## src/logic/dfc_pkg.sv

```systemverilog
// register map, field layout, reset values and timing of the
// buffer depth and datapath configuration group
// assumes byte-wide registers on an 8-bit address from the serial port logic
package dfc_pkg;

  localparam int unsigned ADDR_W = 8;
  localparam int unsigned DATA_W = 8;
  localparam int unsigned SAMPLE_W = 16;

  typedef logic [ADDR_W-1:0] dfc_addr_t;
  typedef logic [DATA_W-1:0] dfc_byte_t;

  // register offsets
  localparam dfc_addr_t OFS_DEPTH_REQUEST = 8'h23;
  localparam dfc_addr_t OFS_DEPTH_READBACK = 8'h24;
  localparam dfc_addr_t OFS_RESET_CONTROL = 8'h25;
  localparam dfc_addr_t OFS_FORMAT_SELECT = 8'h26;
  localparam dfc_addr_t OFS_STAGE_ENABLE = 8'h27;
  localparam dfc_addr_t OFS_UPSAMPLE_SELECT = 8'h28;
  localparam dfc_addr_t OFS_LANE_POWER_DOWN = 8'h39;
  localparam dfc_addr_t OFS_DC_OFFSET_LOW = 8'h3b;

  // field positions
  localparam int unsigned DEPTH_INT_LSB = 4;
  localparam int unsigned DEPTH_INT_MSB = 6;
  localparam int unsigned DEPTH_FRAC_LSB = 0;
  localparam int unsigned DEPTH_FRAC_MSB = 2;
  localparam int unsigned DEPTH_FIELD_W = 3;
  localparam int unsigned RST_REQ_BIT = 0;
  localparam int unsigned RST_ACK_BIT = 1;
  localparam int unsigned FMT_ENCODING_BIT = 7;
  localparam int unsigned FMT_WIDTH_BIT = 0;
  localparam int unsigned SINC_COMP_EN_BIT = 7;
  localparam int unsigned GAIN_OFFSET_EN_BIT = 5;
  localparam int unsigned UPSAMPLE_BIT = 7;
  localparam int unsigned LANE_COUNT = 4;

  // writable bit masks; all other bits read zero except the reset acknowledge bit and the measured depth fields of the depth readback register
  localparam dfc_byte_t MASK_DEPTH_REQUEST = 8'h77;
  localparam dfc_byte_t MASK_RESET_CONTROL = 8'h01;
  localparam dfc_byte_t MASK_FORMAT_SELECT = 8'h81;
  localparam dfc_byte_t MASK_STAGE_ENABLE = 8'ha0;
  localparam dfc_byte_t MASK_UPSAMPLE_SELECT = 8'h80;
  localparam dfc_byte_t MASK_LANE_POWER_DOWN = 8'h0f;
  localparam dfc_byte_t MASK_DC_OFFSET_LOW = 8'hff;

  // reset values
  localparam dfc_byte_t RST_DEPTH_REQUEST = 8'h40;
  localparam dfc_byte_t RST_ZERO = 8'h00;
  localparam logic [DEPTH_FIELD_W-1:0] RST_DEPTH_FIELD = 3'h0;

  // length of the buffer reset pulse, in clock cycles
  localparam logic [3:0] BUF_RESET_CYCLES = 4'h4;

  typedef enum logic [1:0] {
    SEQ_IDLE,
    SEQ_RESETTING,
    SEQ_WAIT_LEVEL,
    SEQ_ACKED
  } dfc_seq_e;

endpackage : dfc_pkg

```

## src/logic/dfc_buffer_reset_seq.sv

```systemverilog
// serial-port initiated elastic buffer reset sequencer with acknowledge
// assumes the buffer drops its level_valid during reset and raises it
// once the pointers have settled at the requested distance
`timescale 1ns/100ps
module dfc_buffer_reset_seq (
  input  wire logic                clk_i,
  input  wire logic                rst_n_i,
  input  wire logic                reset_req_i,
  input  wire logic                level_valid_i,
  output logic                     buffer_reset_o,
  output logic                     reset_ack_o
);
  import dfc_pkg::*;

  dfc_seq_e   state_q;
  logic       req_q;
  logic [3:0] count_q;

  ////////////////////////////////////////////////////////////////////////
  // request edge: a level left high does not retrigger the buffer
  always_ff @(posedge clk_i or negedge rst_n_i) begin
    if (!rst_n_i) begin
      req_q <= 1'b0;
    end else begin
      req_q <= reset_req_i;
    end
  end

  ////////////////////////////////////////////////////////////////////////
  // sequence: pulse, wait for settled level, acknowledge, wait for clear
  always_ff @(posedge clk_i or negedge rst_n_i) begin
    if (!rst_n_i) begin
      state_q        <= SEQ_IDLE;
      count_q        <= 4'h0;
      buffer_reset_o <= 1'b0;
      reset_ack_o    <= 1'b0;
    end else begin
      unique case (state_q)
        SEQ_IDLE: begin
          reset_ack_o <= 1'b0;
          if (reset_req_i && !req_q) begin
            state_q        <= SEQ_RESETTING;
            buffer_reset_o <= 1'b1;
            count_q        <= BUF_RESET_CYCLES - 4'h1;
          end
        end
        SEQ_RESETTING: begin
          if (count_q == 4'h0) begin
            buffer_reset_o <= 1'b0;
            state_q        <= SEQ_WAIT_LEVEL;
          end else begin
            count_q <= count_q - 4'h1;
          end
        end
        SEQ_WAIT_LEVEL: begin
          // ack only once the buffer is running again
          if (level_valid_i) begin
            reset_ack_o <= 1'b1;
            state_q     <= SEQ_ACKED;
          end
        end
        SEQ_ACKED: begin
          if (!reset_req_i) begin
            reset_ack_o <= 1'b0;
            state_q     <= SEQ_IDLE;
          end
        end
      endcase
    end
  end

endmodule : dfc_buffer_reset_seq

```

## src/logic/dfc_config_regs.sv

```systemverilog
// buffer depth, buffer reset and input datapath configuration registers
// assumes a byte register port from the serial control port logic,
// one access per strobe, all on clk_i
`timescale 1ns/100ps

////////////////////////////////////////////////////////////////////////
module dfc_config_regs (
  input  wire logic                            clk_i,
  input  wire logic                            reset_n_i,
  // register port from the serial control port
  input  wire dfc_pkg::dfc_addr_t              reg_addr_i,
  input  wire dfc_pkg::dfc_byte_t              reg_wdata_i,
  input  wire logic                            reg_wr_i,
  input  wire logic                            reg_rd_i,
  output dfc_pkg::dfc_byte_t                   reg_rdata_o,
  // elastic buffer
  input  wire logic [2:0]                      meas_depth_int_i,
  input  wire logic [2:0]                      meas_depth_frac_i,
  input  wire logic                            level_valid_i,
  output logic                                 buffer_reset_o,
  output logic [2:0]                           depth_req_int_o,
  output logic [2:0]                           depth_req_frac_o,
  // datapath controls
  output logic                                 offset_binary_o,
  output logic                                 byte_mode_o,
  output logic                                 sinc_comp_en_o,
  output logic                                 gain_offset_en_o,
  output logic                                 upsample_1x_o,
  output logic [3:0]                           lane_power_off_o,
  // dc offset stage
  input  wire dfc_pkg::dfc_byte_t              dc_offset_high_i,
  input  wire logic [15:0]                     sample_i,
  output logic [15:0]                          sample_o
);
  import dfc_pkg::*;

  logic       rst_meta_q;
  logic       rst_sync_q;
  dfc_byte_t  depth_req_q;
  logic [2:0] depth_rb_int_q;
  logic [2:0] depth_rb_frac_q;
  logic       reset_req_q;
  logic       reset_ack;
  logic       buffer_reset;
  dfc_byte_t  format_q;
  dfc_byte_t  stage_en_q;
  dfc_byte_t  upsample_q;
  dfc_byte_t  lane_pd_q;
  dfc_byte_t  dc_offset_low_q;
  dfc_byte_t  rdata_q;
  logic [15:0] sample_q;

  // masked write: undefined bits never store
  function automatic dfc_byte_t masked(input dfc_byte_t data, input dfc_byte_t mask);
    masked = data & mask;
  endfunction : masked

  function automatic logic hit(input dfc_addr_t ofs);
    hit = reg_wr_i && (reg_addr_i == ofs);
  endfunction : hit

  ////////////////////////////////////////////////////////////////////////
  // reset release through two flops, assertion stays asynchronous
  always_ff @(posedge clk_i or negedge reset_n_i) begin
    if (!reset_n_i) begin
      rst_meta_q <= 1'b0;
      rst_sync_q <= 1'b0;
    end else begin
      rst_meta_q <= 1'b1;
      rst_sync_q <= rst_meta_q;
    end
  end

  ////////////////////////////////////////////////////////////////////////
  // buffer depth request; the range check against the upsample factor
  // is left to software, the buffer clamps nothing here
  always_ff @(posedge clk_i or negedge rst_sync_q) begin
    if (!rst_sync_q) begin
      depth_req_q <= RST_DEPTH_REQUEST;
    end else if (hit(OFS_DEPTH_REQUEST)) begin
      depth_req_q <= masked(reg_wdata_i, MASK_DEPTH_REQUEST);
    end
  end

  ////////////////////////////////////////////////////////////////////////
  // measured depth: captured whenever the buffer reports a settled level;
  // accuracy against the request is the buffer's own property
  always_ff @(posedge clk_i or negedge rst_sync_q) begin
    if (!rst_sync_q) begin
      depth_rb_int_q  <= RST_DEPTH_FIELD;
      depth_rb_frac_q <= RST_DEPTH_FIELD;
    end else if (level_valid_i) begin
      depth_rb_int_q  <= meas_depth_int_i;
      depth_rb_frac_q <= meas_depth_frac_i;
    end
  end

  ////////////////////////////////////////////////////////////////////////
  // buffer reset request bit; the acknowledge comes from the sequencer
  always_ff @(posedge clk_i or negedge rst_sync_q) begin
    if (!rst_sync_q) begin
      reset_req_q <= 1'b0;
    end else if (hit(OFS_RESET_CONTROL)) begin
      reset_req_q <= reg_wdata_i[RST_REQ_BIT];
    end
  end

  dfc_buffer_reset_seq u_reset_seq (
    .clk_i          (clk_i),
    .rst_n_i        (rst_sync_q),
    .reset_req_i    (reset_req_q),
    .level_valid_i  (level_valid_i),
    .buffer_reset_o (buffer_reset),
    .reset_ack_o    (reset_ack)
  );

  ////////////////////////////////////////////////////////////////////////
  // datapath configuration registers
  always_ff @(posedge clk_i or negedge rst_sync_q) begin
    if (!rst_sync_q) begin
      format_q        <= RST_ZERO;
      stage_en_q      <= RST_ZERO;
      upsample_q      <= RST_ZERO;
      lane_pd_q       <= RST_ZERO;
      dc_offset_low_q <= RST_ZERO;
    end else begin
      if (hit(OFS_FORMAT_SELECT)) begin
        format_q <= masked(reg_wdata_i, MASK_FORMAT_SELECT);
      end
      if (hit(OFS_STAGE_ENABLE)) begin
        stage_en_q <= masked(reg_wdata_i, MASK_STAGE_ENABLE);
      end
      if (hit(OFS_UPSAMPLE_SELECT)) begin
        upsample_q <= masked(reg_wdata_i, MASK_UPSAMPLE_SELECT);
      end
      if (hit(OFS_LANE_POWER_DOWN)) begin
        lane_pd_q <= masked(reg_wdata_i, MASK_LANE_POWER_DOWN);
      end
      if (hit(OFS_DC_OFFSET_LOW)) begin
        dc_offset_low_q <= masked(reg_wdata_i, MASK_DC_OFFSET_LOW);
      end
    end
  end

  ////////////////////////////////////////////////////////////////////////
  // registered read data, one cycle after the strobe; unmapped reads zero
  always_ff @(posedge clk_i or negedge rst_sync_q) begin
    if (!rst_sync_q) begin
      rdata_q <= RST_ZERO;
    end else if (reg_rd_i) begin
      unique case (reg_addr_i)
        OFS_DEPTH_REQUEST:   rdata_q <= depth_req_q;
        OFS_DEPTH_READBACK:  rdata_q <= {1'b0, depth_rb_int_q, 1'b0, depth_rb_frac_q};
        OFS_RESET_CONTROL:   rdata_q <= {6'h00, reset_ack, reset_req_q};
        OFS_FORMAT_SELECT:   rdata_q <= format_q;
        OFS_STAGE_ENABLE:    rdata_q <= stage_en_q;
        OFS_UPSAMPLE_SELECT: rdata_q <= upsample_q;
        OFS_LANE_POWER_DOWN: rdata_q <= lane_pd_q;
        OFS_DC_OFFSET_LOW:   rdata_q <= dc_offset_low_q;
        default:             rdata_q <= RST_ZERO;
      endcase
    end
  end

  ////////////////////////////////////////////////////////////////////////
  // dc offset addition; wraps modulo 2^16, no saturation is applied
  always_ff @(posedge clk_i or negedge rst_sync_q) begin
    if (!rst_sync_q) begin
      sample_q <= 16'h0000;
    end else if (stage_en_q[GAIN_OFFSET_EN_BIT]) begin
      sample_q <= 16'(sample_i + {dc_offset_high_i, dc_offset_low_q});
    end else begin
      sample_q <= sample_i;
    end
  end

  ////////////////////////////////////////////////////////////////////////
  // outputs straight from the flops
  assign reg_rdata_o      = rdata_q;
  assign buffer_reset_o   = buffer_reset;
  assign depth_req_int_o  = depth_req_q[DEPTH_INT_MSB:DEPTH_INT_LSB];
  assign depth_req_frac_o = depth_req_q[DEPTH_FRAC_MSB:DEPTH_FRAC_LSB];
  assign offset_binary_o  = format_q[FMT_ENCODING_BIT];
  assign byte_mode_o      = format_q[FMT_WIDTH_BIT];
  assign sinc_comp_en_o   = stage_en_q[SINC_COMP_EN_BIT];
  assign gain_offset_en_o = stage_en_q[GAIN_OFFSET_EN_BIT];
  assign upsample_1x_o    = upsample_q[UPSAMPLE_BIT];
  assign lane_power_off_o = lane_pd_q[LANE_COUNT-1:0];
  assign sample_o         = sample_q;

endmodule : dfc_config_regs

```

## config.mk

```make
export PLATFORM = sky130hd
export DESIGN_NAME = dfc_config_regs
export DESIGN_NICKNAME = d
export VERILOG_FILES = /design/src/logic/dfc_pkg.sv /design/src/logic/dfc_buffer_reset_seq.sv /design/src/logic/dfc_config_regs.sv
export SDC_FILE = /design/constraint.sdc
export NUM_CORES = 1
export LEC_CHECK = 0
export ABC_CLOCK_PERIOD_IN_PS = 2700
export BUFFER_PORTS_ARGS = -buffer_cell sky130_fd_sc_hd__buf_2
export CAP_MARGIN = 5
export CORE_MARGIN = 2
export CORE_UTILIZATION = 54
export CTS_CLUSTER_DIAMETER = 30
export DETAILED_ROUTE_END_ITERATION = 12
export PLACE_DENSITY = 0.8
export SLEW_MARGIN = 20
export SYNTH_ARGS = -nofsm -noshare
export SYNTH_HDL_FRONTEND = slang
export SYNTH_SLANG_ARGS = --single-unit
```

## constraint.sdc

```tcl
create_clock -name clk_i -period 2.7 [get_ports clk_i]
set_clock_uncertainty 0.2 [all_clocks]
set_input_delay 0.27 -clock clk_i [delete_from_list [all_inputs] [get_ports clk_i]]
set_output_delay 0.27 -clock clk_i [all_outputs]
set_load 0.02 [all_outputs]
```

## After elaboration in Yosys (flattened, before gate mapping)

Index checks and enable logic that the tools add are counted.

- Logic and storage cells: 69
- Bits in registers: 65

- Multiplexer cells: 16
- Reductions and logical operators: 17
- Equal/unequal tests: 16
- Add/subtract/negate cells: 2

Operators with widths:

| cell | count |
|---|---|
| equality test 8 x 6 -> 1 bit (second input constant) | 8 |
| case mux 8 bit (8 select lines) | 1 |
| adder 16 bit | 1 |
| 2-to-1 mux 16 bit | 1 |
| AND reduction 3 bit | 3 |
| logical AND 1 bit | 8 |
| 2-to-1 mux 2 bit | 4 |
| 2-to-1 mux 4 bit | 2 |
| case mux 2 bit (4 select lines) | 1 |
| case mux 4 bit (2 select lines) | 1 |
| != test 2 bit (second input constant) | 3 |
| equality test 2 bit (second input constant) | 2 |
| zero test 4 bit | 1 |
| 2-to-1 mux 1 bit | 4 |
| != test 2 x 1 -> 1 bit (second input constant) | 2 |
| AND reduction 4 bit | 1 |
| subtractor 4 x 1 -> 4 bit (second input constant) | 1 |
| case mux 1 bit (3 select lines) | 1 |
| nonzero test 3 bit | 1 |
| equality test 2 x 1 -> 1 bit (second input constant) | 1 |
| zero test 2 bit | 1 |
| case mux 1 bit (2 select lines) | 1 |
| nonzero test 2 bit | 1 |
| zero test 1 bit | 1 |

## Logic depth before layout (Yosys ltp)

Gate-level depths: netlist of the first run.

- Depth in word-level cells: 4
- Gate-level depth with buffers: 7
- Gate-level depth less buffers: 7

## By module

From an unflattened synthesis of the first run, not the netlist that was laid out.

- Cell total of the unflattened synthesis: 340
- Area, all modules: 3679.8 um2

By module, submodules not included:

| module | cells an instance | area each (um2) | sequential area each (um2) | times used |
|---|---|---|---|---|
| dfc_config_regs | 285 | 3135.5 | 1402.6 | 1 |
| dfc_buffer_reset_seq | 55 | 544.3 | 225.2 | 1 |

## Worst setup path before layout of the first run

No wires, ideal clock.

- Path kind: register to register
- From: reg dc_offset_low_q[0]
- To: reg sample_q[12] (netlist: sample_o[12])
- Slack: 270 ps
- Path buffers: 0
- Clock period less this slack: 2430 ps
- Data arrival time: 2129 ps
- Cell stages (with the launch flop): 8
- Cells stage by stage: dfrtp_1 -> ha_1 -> fa_1 -> a211oi_2 -> o21bai_2 -> a2111oi_4 -> nor2_1 -> o311ai_2

- Longest elaborated chain between the ends: 2

RTL lines:

| what | line | source |
|---|---|---|
| start: declaration | dfc_config_regs.sv:49 | `dfc_byte_t dc_offset_low_q;` |
| start signal: assignment | dfc_config_regs.sv:140 | `dc_offset_low_q <= masked(reg_wdata_i, MASK_DC_OFFSET_LOW);` |
| adder 16 bit | dfc_config_regs.sv:171 | `sample_q <= 16'(sample_i + {dc_offset_high_i, dc_offset_low_q});` |
| 2-to-1 mux 16 bit | dfc_config_regs.sv:170 | `end else if (stage_en_q[GAIN_OFFSET_EN_BIT]) begin` |
| end signal: assignment | dfc_config_regs.sv:171 |  |
| end signal: assignment | dfc_config_regs.sv:173 | `sample_q <= sample_i;` |
| end: declaration | dfc_config_regs.sv:51 | `logic [15:0] sample_q;` |

No other way between the ends.
A chain may end at the register's enable or synchronous reset.

## Worst setup path after layout of the first run

- From: reg dc_offset_low_q[0]
- To: reg sample_q[14] (netlist: sample_o[14])

Same word-level chain as after synthesis.

==> results of run 1 <==
## critical path: stages, from the launching register on
cell      delay (ns)
dfrtp_1         0.39
ha_1            0.24
fa_2            0.41
a211oi_4        0.28
o21ai_0         0.17
a21oi_2         0.25
nor3_1          0.09
or3_1           0.35
## per-layer routing
layer / up-vias / GRT usage / part of all wire
met1: 1647 / 0.3502 / 0.43
met2: 156 / 0.4172 / 0.49
met3: 16 / 0.03731 / 0.066
li1: 1648 / - / -
met4: 0 / 0.1006 / 0.019
met5: - / 0 / 0
## final cells by class
| class | count | area share |
|---|---|---|
| clock buffers | 9 | 0.02541 |
| clock inverters | 7 | 0.02105 |
| inverters | 13 | 0.01001 |
| multi-input cells | 288 | 0.4384 |
| flip-flops and latches | 65 | 0.3342 |
| well taps | 96 | 0.02464 |
| repair buffers | 116 | 0.1463 |
## synthesized netlist by cell type (all sizes together), types with 2 or more instances
cell      n
dfrtp    64
mux2     38
nand2    32
a21oi    25
nor2     24
ha       21
o21ai    18
inv      12
nor3     11
clkbuf    9
nand3     9
buf       8
nand2b    7
nand4     7
a21o      6
o21bai    6
a211oi    5
a31oi     5
and3      5
nor2b     5
o221ai    4
a2111oi   3
a211o     3
a22oi     3
a2bb2oi   3
mux2i     3
o2111ai   3
o211ai    3
o21a      3
xnor2     3
a221o     2
a41oi     2
and3b     2
nand4b    2
nor4      2
o2111a    2
o2bb2ai   2
or3       2
xor2      2
## final timing paths
kind,start,slack (ns),endpoint,cells after the start
worst max register to register,dc_offset_low_q[0],0.19,sample_o[14],7
min in group asynchronous,reset_n_i,0.04,rst_sync_q,2
worst min register to register,rst_sync_q,0.06,u_reset_seq.buffer_reset_o,1
max in group asynchronous,rst_sync_q,1.40,sample_o[4],1
worst max-delay path,dc_offset_low_q[0],0.19,sample_o[14],7
worst min-delay path,sample_i[6],0.01,sample_o[6],2
## kinds of logic (layout without fill, tap and decap cells)
| logic type | Yosys count | after routing |
|---|---|---|
| simple gates | 114 | 114 |
| xor+xnor | 5 | 5 |
| compound gates | 105 | 105 |
| other cells | 1 | 1 |
| buf+inv | 30 | 145 |
| mux | 41 | 41 |
| flops | 65 | 65 |
| fa+ha+maj | 22 | 22 |
## through the flow
step | cells | setup WS [ns] | cell area, µm² | power, mW | hold slack [ns]
2_1_floorplan | 383 | 0.2701 | 3876 | 1.806 | -0.2256
3_3_place_gp | 556 | 0.1282 | 4414 | 2.022 | -0.1436
4_1_cts | 594 | 0.04082 | 4861 | 3.026 | 0.003177
6_report | 594 | 0.1938 | 4875 | 3.013 | 0.01097
3_5_place_dp | 556 | 0.03121 | 4414 | 2.060 | -0.1437
5_1_grt | 594 | 0.04878 | 4875 | 3.207 | 0.008240
## where the power goes
group          switching [mW]  total (mW)  internal (mW)
Sequential             0.0940        1.20           1.11
Combinational           0.506       0.875          0.369
Clock                   0.406       0.935          0.529
Total                    1.01        3.01           2.01
## repair_timing
| action | 4_1_cts | 5_1_grt |
|---|---|---|
| gates resized for setup | 0 | 3 |
| endpoints found under the setup margin | 0 | 4 |
| hold buffers | 22 | 0 |
| hold endpoints to repair | 37 | 0 |
## registers in the layout, indices dropped and copies added (netlist names), 3 cells and up
name,cells
lane_pd_q,4
depth_rb_int_q,3
sample_o,16
depth_req_q,6
depth_rb_frac_q,3
reg_rdata_o,8
dc_offset_low_q,8
u_reset_seq.count_q,4
==> impl_metrics.ini, run 1 <==
[status]
status = completed

[clock_network]
cts-root-buf = clkbuf_8
post_cts_buffers = 0
clock_path_buffers = 2
cts_buffers = 9
clock_latency_ns = 0.34
clk_pin_slew_ns = 0.07
htreeDepth = 3
cts_tree = yes
clkSinkCount = 65

[die]
fp.dieW_um = 88.73
die_h_um = 88.73
start_util = 0.5643
io_pins = 91
dieArea_um2 = 7872
num_rows = 30
core_um2 = 6869

[synthesis]
synth_xor_area_frac = 0.01130
yosys.area_share.simple = 0.1475
ys_top_cells_by_area = dfrtp_1, mux2_2, ha_1, a21oi_1, nand2_1
synth-compound-area-share = 0.1969
synth_top_family_by_area = compound AO/OA/AOI/OAI gates
yosysSeqAreaShare = 0.4199
yosysTopAreaCellShare = 0.4132
yosys_warnings = 0
synthCells = 383
muxShareOfSynthArea = 0.1181
synth_nets = 456
synth_cell_types = 63
syn_area_per_cell_um2 = 10.12
synth_edf_count = 0
synth-seq-cells = 65
synthArstFlopShare = 1.000
yosys.area_share.adder = 0.07295
synthFlopType = dfrtp_1
synth_top_area_cell = dfrtp_1
synth_area_um2 = 3876

[grt]
track_usage = 0.2578
grt_max_degree = 55
grt_pass1_vias = 3317
antenna_found_initial = 0
overflow = 0
grt_pass1_wl_mm = 15.61

[final_layout]
layout.cells.most_common = buf_2
drive_gt1_frac = 0.3193
mostFrequentLayoutCells = buf_2, dfrtp_1, mux2_2, nand2_1
regArea_um2 = 1629
fin_nets = 566
nFillCells = 506
final_util = 0.7097
multiInputGateArea_um2 = 2137
area_growth_pct = 25.76
antennaDiodeCount = 0

[detailed_routing]
drt_wl_total_mm = 9.658
viasPerCell = 5.837
drtPass1Iterations = 6
antenna_left = 0
vias = 3467
drc = 0
drt_iter0_drc = 250
drt-wirelength-per-cell_um = 16.26

[sta]
period_share = 0.9282
slew_violations = 0
worst_slew_pin_slew_ns = 0.5813
relSlewSlack = 0.6095
finalHoldViolCount = 0
fin_crit_ns = 2.506
fmax_ghz = 0.3990
setup_viol = 0
rsz0062_at_grt = no
final.setup.tns_ns = 0

[place]
io_buffer_count = 90
gp_congestion = 0.9246
dp_hpwl_mm = 7.000

[hold_path]
hp-class = in2reg

[flow_run]
max_cap_viol_count = 0

[worst_setup_path]
crit_arrival_ns = 2.52
criticalPathCategory = reg2reg
critPathRequiredTime_ns = 2.71
startpoint_type = flop
crit_path_end_kind = flop
crit_fanout = 3

[pwr]
p_leak_nw = 2.331
power_density_nw_per_um2 = 618.0
peakVddDrop_uv = 514.6
Power figures use the tool's default switching activity.
==> inputs of run 2 (changes only) <==
REMOVE_ABC_BUFFERS = 1   (was not set)
SLEW_MARGIN = not set   (was 20)
==> run 2 against run 1 <==
Non-clock buffer count shrank 2; via count grew 0.58%; routed wire length grew 4.8%; setup slack lost 0.064 ns; register-to-register slack lost 0.06 ns; sequential cell count is the same; cell count shrank 0.34%; count of clock-buffer cells in the layout is the same; total power grew 0.83%; sequential power is essentially flat; design area shrank 0.51%; clock power grew 2%; critical path type unchanged; highest routed layer unchanged.
==> impl_metrics.ini, run 2 (synthesized netlist as in run 1, its figures left out) <==
[sta]
slew_violations = 0
fin_crit_ns = 2.570
final.setup.tns_ns = 0
finalHoldViolCount = 0
worst_slew_pin_slew_ns = 0.6198
rsz0062_at_grt = no
period_share = 0.9520
fmax_ghz = 0.3890
fin_ws_ns = 0.1296
relSlewSlack = 0.5837
setup_viol = 0

[die]
core_um2 = 6869
num_rows = 30
io_pins = 91
start_util = 0.5643
fp.dieW_um = 88.73
die_h_um = 88.73
dieArea_um2 = 7872

[grt]
grt_pass1_wl_mm = 16.13
grt_pass1_vias = 3287
antenna_found_initial = 0
grt_max_degree = 38
overflow = 0
track_usage = 0.2706

[detailed_routing]
antenna_left = 0
drt_iter0_drc = 229
drt_wl_total_mm = 10.12
drtPass1Iterations = 5
drc = 0
viasPerCell = 5.890
vias = 3487
drt-wirelength-per-cell_um = 17.09

[clock_network]
htreeDepth = 3
clock_latency_ns = 0.35
clk_pin_slew_ns = 0.08
clock_path_buffers = 2
cts_tree = yes
cts_buffers = 9
post_cts_buffers = 0
clkSinkCount = 65
cts-root-buf = clkbuf_8

[pwr]
power_mw = 3.038
p_leak_nw = 2.319
power_density_nw_per_um2 = 626.4
peakVddDrop_uv = 404.1

[hold_path]
min_path_cells = 3
hp-class = in2reg
whs_endpoint = sample_o[8]
min_from = sample_i[8]

[worst_setup_path]
criticalPathCategory = reg2reg
reg2reg_to = sample_o[12]
critPathRequiredTime_ns = 2.75
crit_path_end_kind = flop
crit_arrival_ns = 2.62
r2r_start = dc_offset_low_q[0]
crit_fanout = 4
startpoint_type = flop
r2r_cells = 7
reg2reg_slack_ns = 0.13

[flow_run]
max_cap_viol_count = 0

[place]
dp_hpwl_mm = 7.223
gp_congestion = 0.9041
dp_slack_ns = 0.04869
dpl_cell_area_um2 = 4399
io_buffer_count = 90

[final_layout]
fin_nets = 564
finalInstanceArea_um2 = 4850
antennaDiodeCount = 0
drive_gt1_frac = 0.3145
layout.cells.most_common = buf_2
largest_reg_flops = 16
area_growth_pct = 25.11
mostFrequentLayoutCells = buf_2, dfrtp_1, mux2_2, nand2_1

[status]
status = completed
==> run 2: area by class of cell <==
| type | count | area [µm²] |
|---|---|---|
| Sequential cell | 65 | 1629 |
| Clock inverter | 7 | 102.6 |
| Multi-Input combinational cell | 288 | 2127 |
| Timing Repair Buffer | 114 | 698.2 |
| Fill cell | 533 | 2019 |
| Inverter | 13 | 48.80 |
| Clock buffer | 9 | 123.9 |
| Tap cell | 96 | 120.1 |
==> run 2: through the flow <==
stage / hold slack, ns / std cells / utilization
final: 0.01024 / 592 / 0.7060
after global routing: 0.001441 / 592 / 0.7060
after CTS: 0.005762 / 592 / 0.7055
after detailed placement: -0.1407 / 554 / 0.6404
after global placement: -0.1410 / 554 / 0.6404
after floorplan: -0.2256 / 366 / -
==> run 2: critical path, stage by stage, from the launching register on <==
cell and delay [ns]:
dfrtp_1 0.40, ha_1 0.23, fa_1 0.45, a211oi_2 0.29, o21bai_2 0.14, a2111oi_4 0.41, nor2_1 0.11, o311ai_2 0.26
==> run 2: worst max path at each step <==
stage / from / slack, ns / endpoint / cells past startpoint
after floorplan: dc_offset_low_q[0] / 0.27 / sample_o[12] / 7
after global placement: sample_i[0] / 0.12 / sample_o[14] / 8
after detailed placement: sample_i[0] / 0.05 / sample_o[14] / 8
after CTS: dc_offset_low_q[0] / 0.06 / sample_o[14] / 7
after global routing: dc_offset_low_q[0] / 0.002 / sample_o[12] / 7
final: dc_offset_low_q[0] / 0.13 / sample_o[12] / 7
==> run 2: power by group <==
group	internal [mW]	switching [mW]	leakage (nW)	total [mW]
registers	1.11	0.103	0.816	1.21
clock network	0.529	0.425	0.110	0.954
logic	0.367	0.505	1.39	0.872
==> run 2: layer usage <==
| layer | up-vias | global-route usage | wire length [µm] |
|---|---|---|---|
| met1 | 1707 | 0.3819 | 4582 |
| met2 | 129 | 0.4179 | 4829 |
| met3 | 7 | 0.06623 | 603 |
| li1 | 1644 | - | - |
| met4 | 0 | 0.07300 | 104 |
| met5 | - | 0 | 0 |
==> run 2: repair_timing <==
item	in CTS	in global routing
hold buffers	22	0
hold endpoints to repair	31	0
gates resized for setup	0	1
setup endpoints to repair	0	2
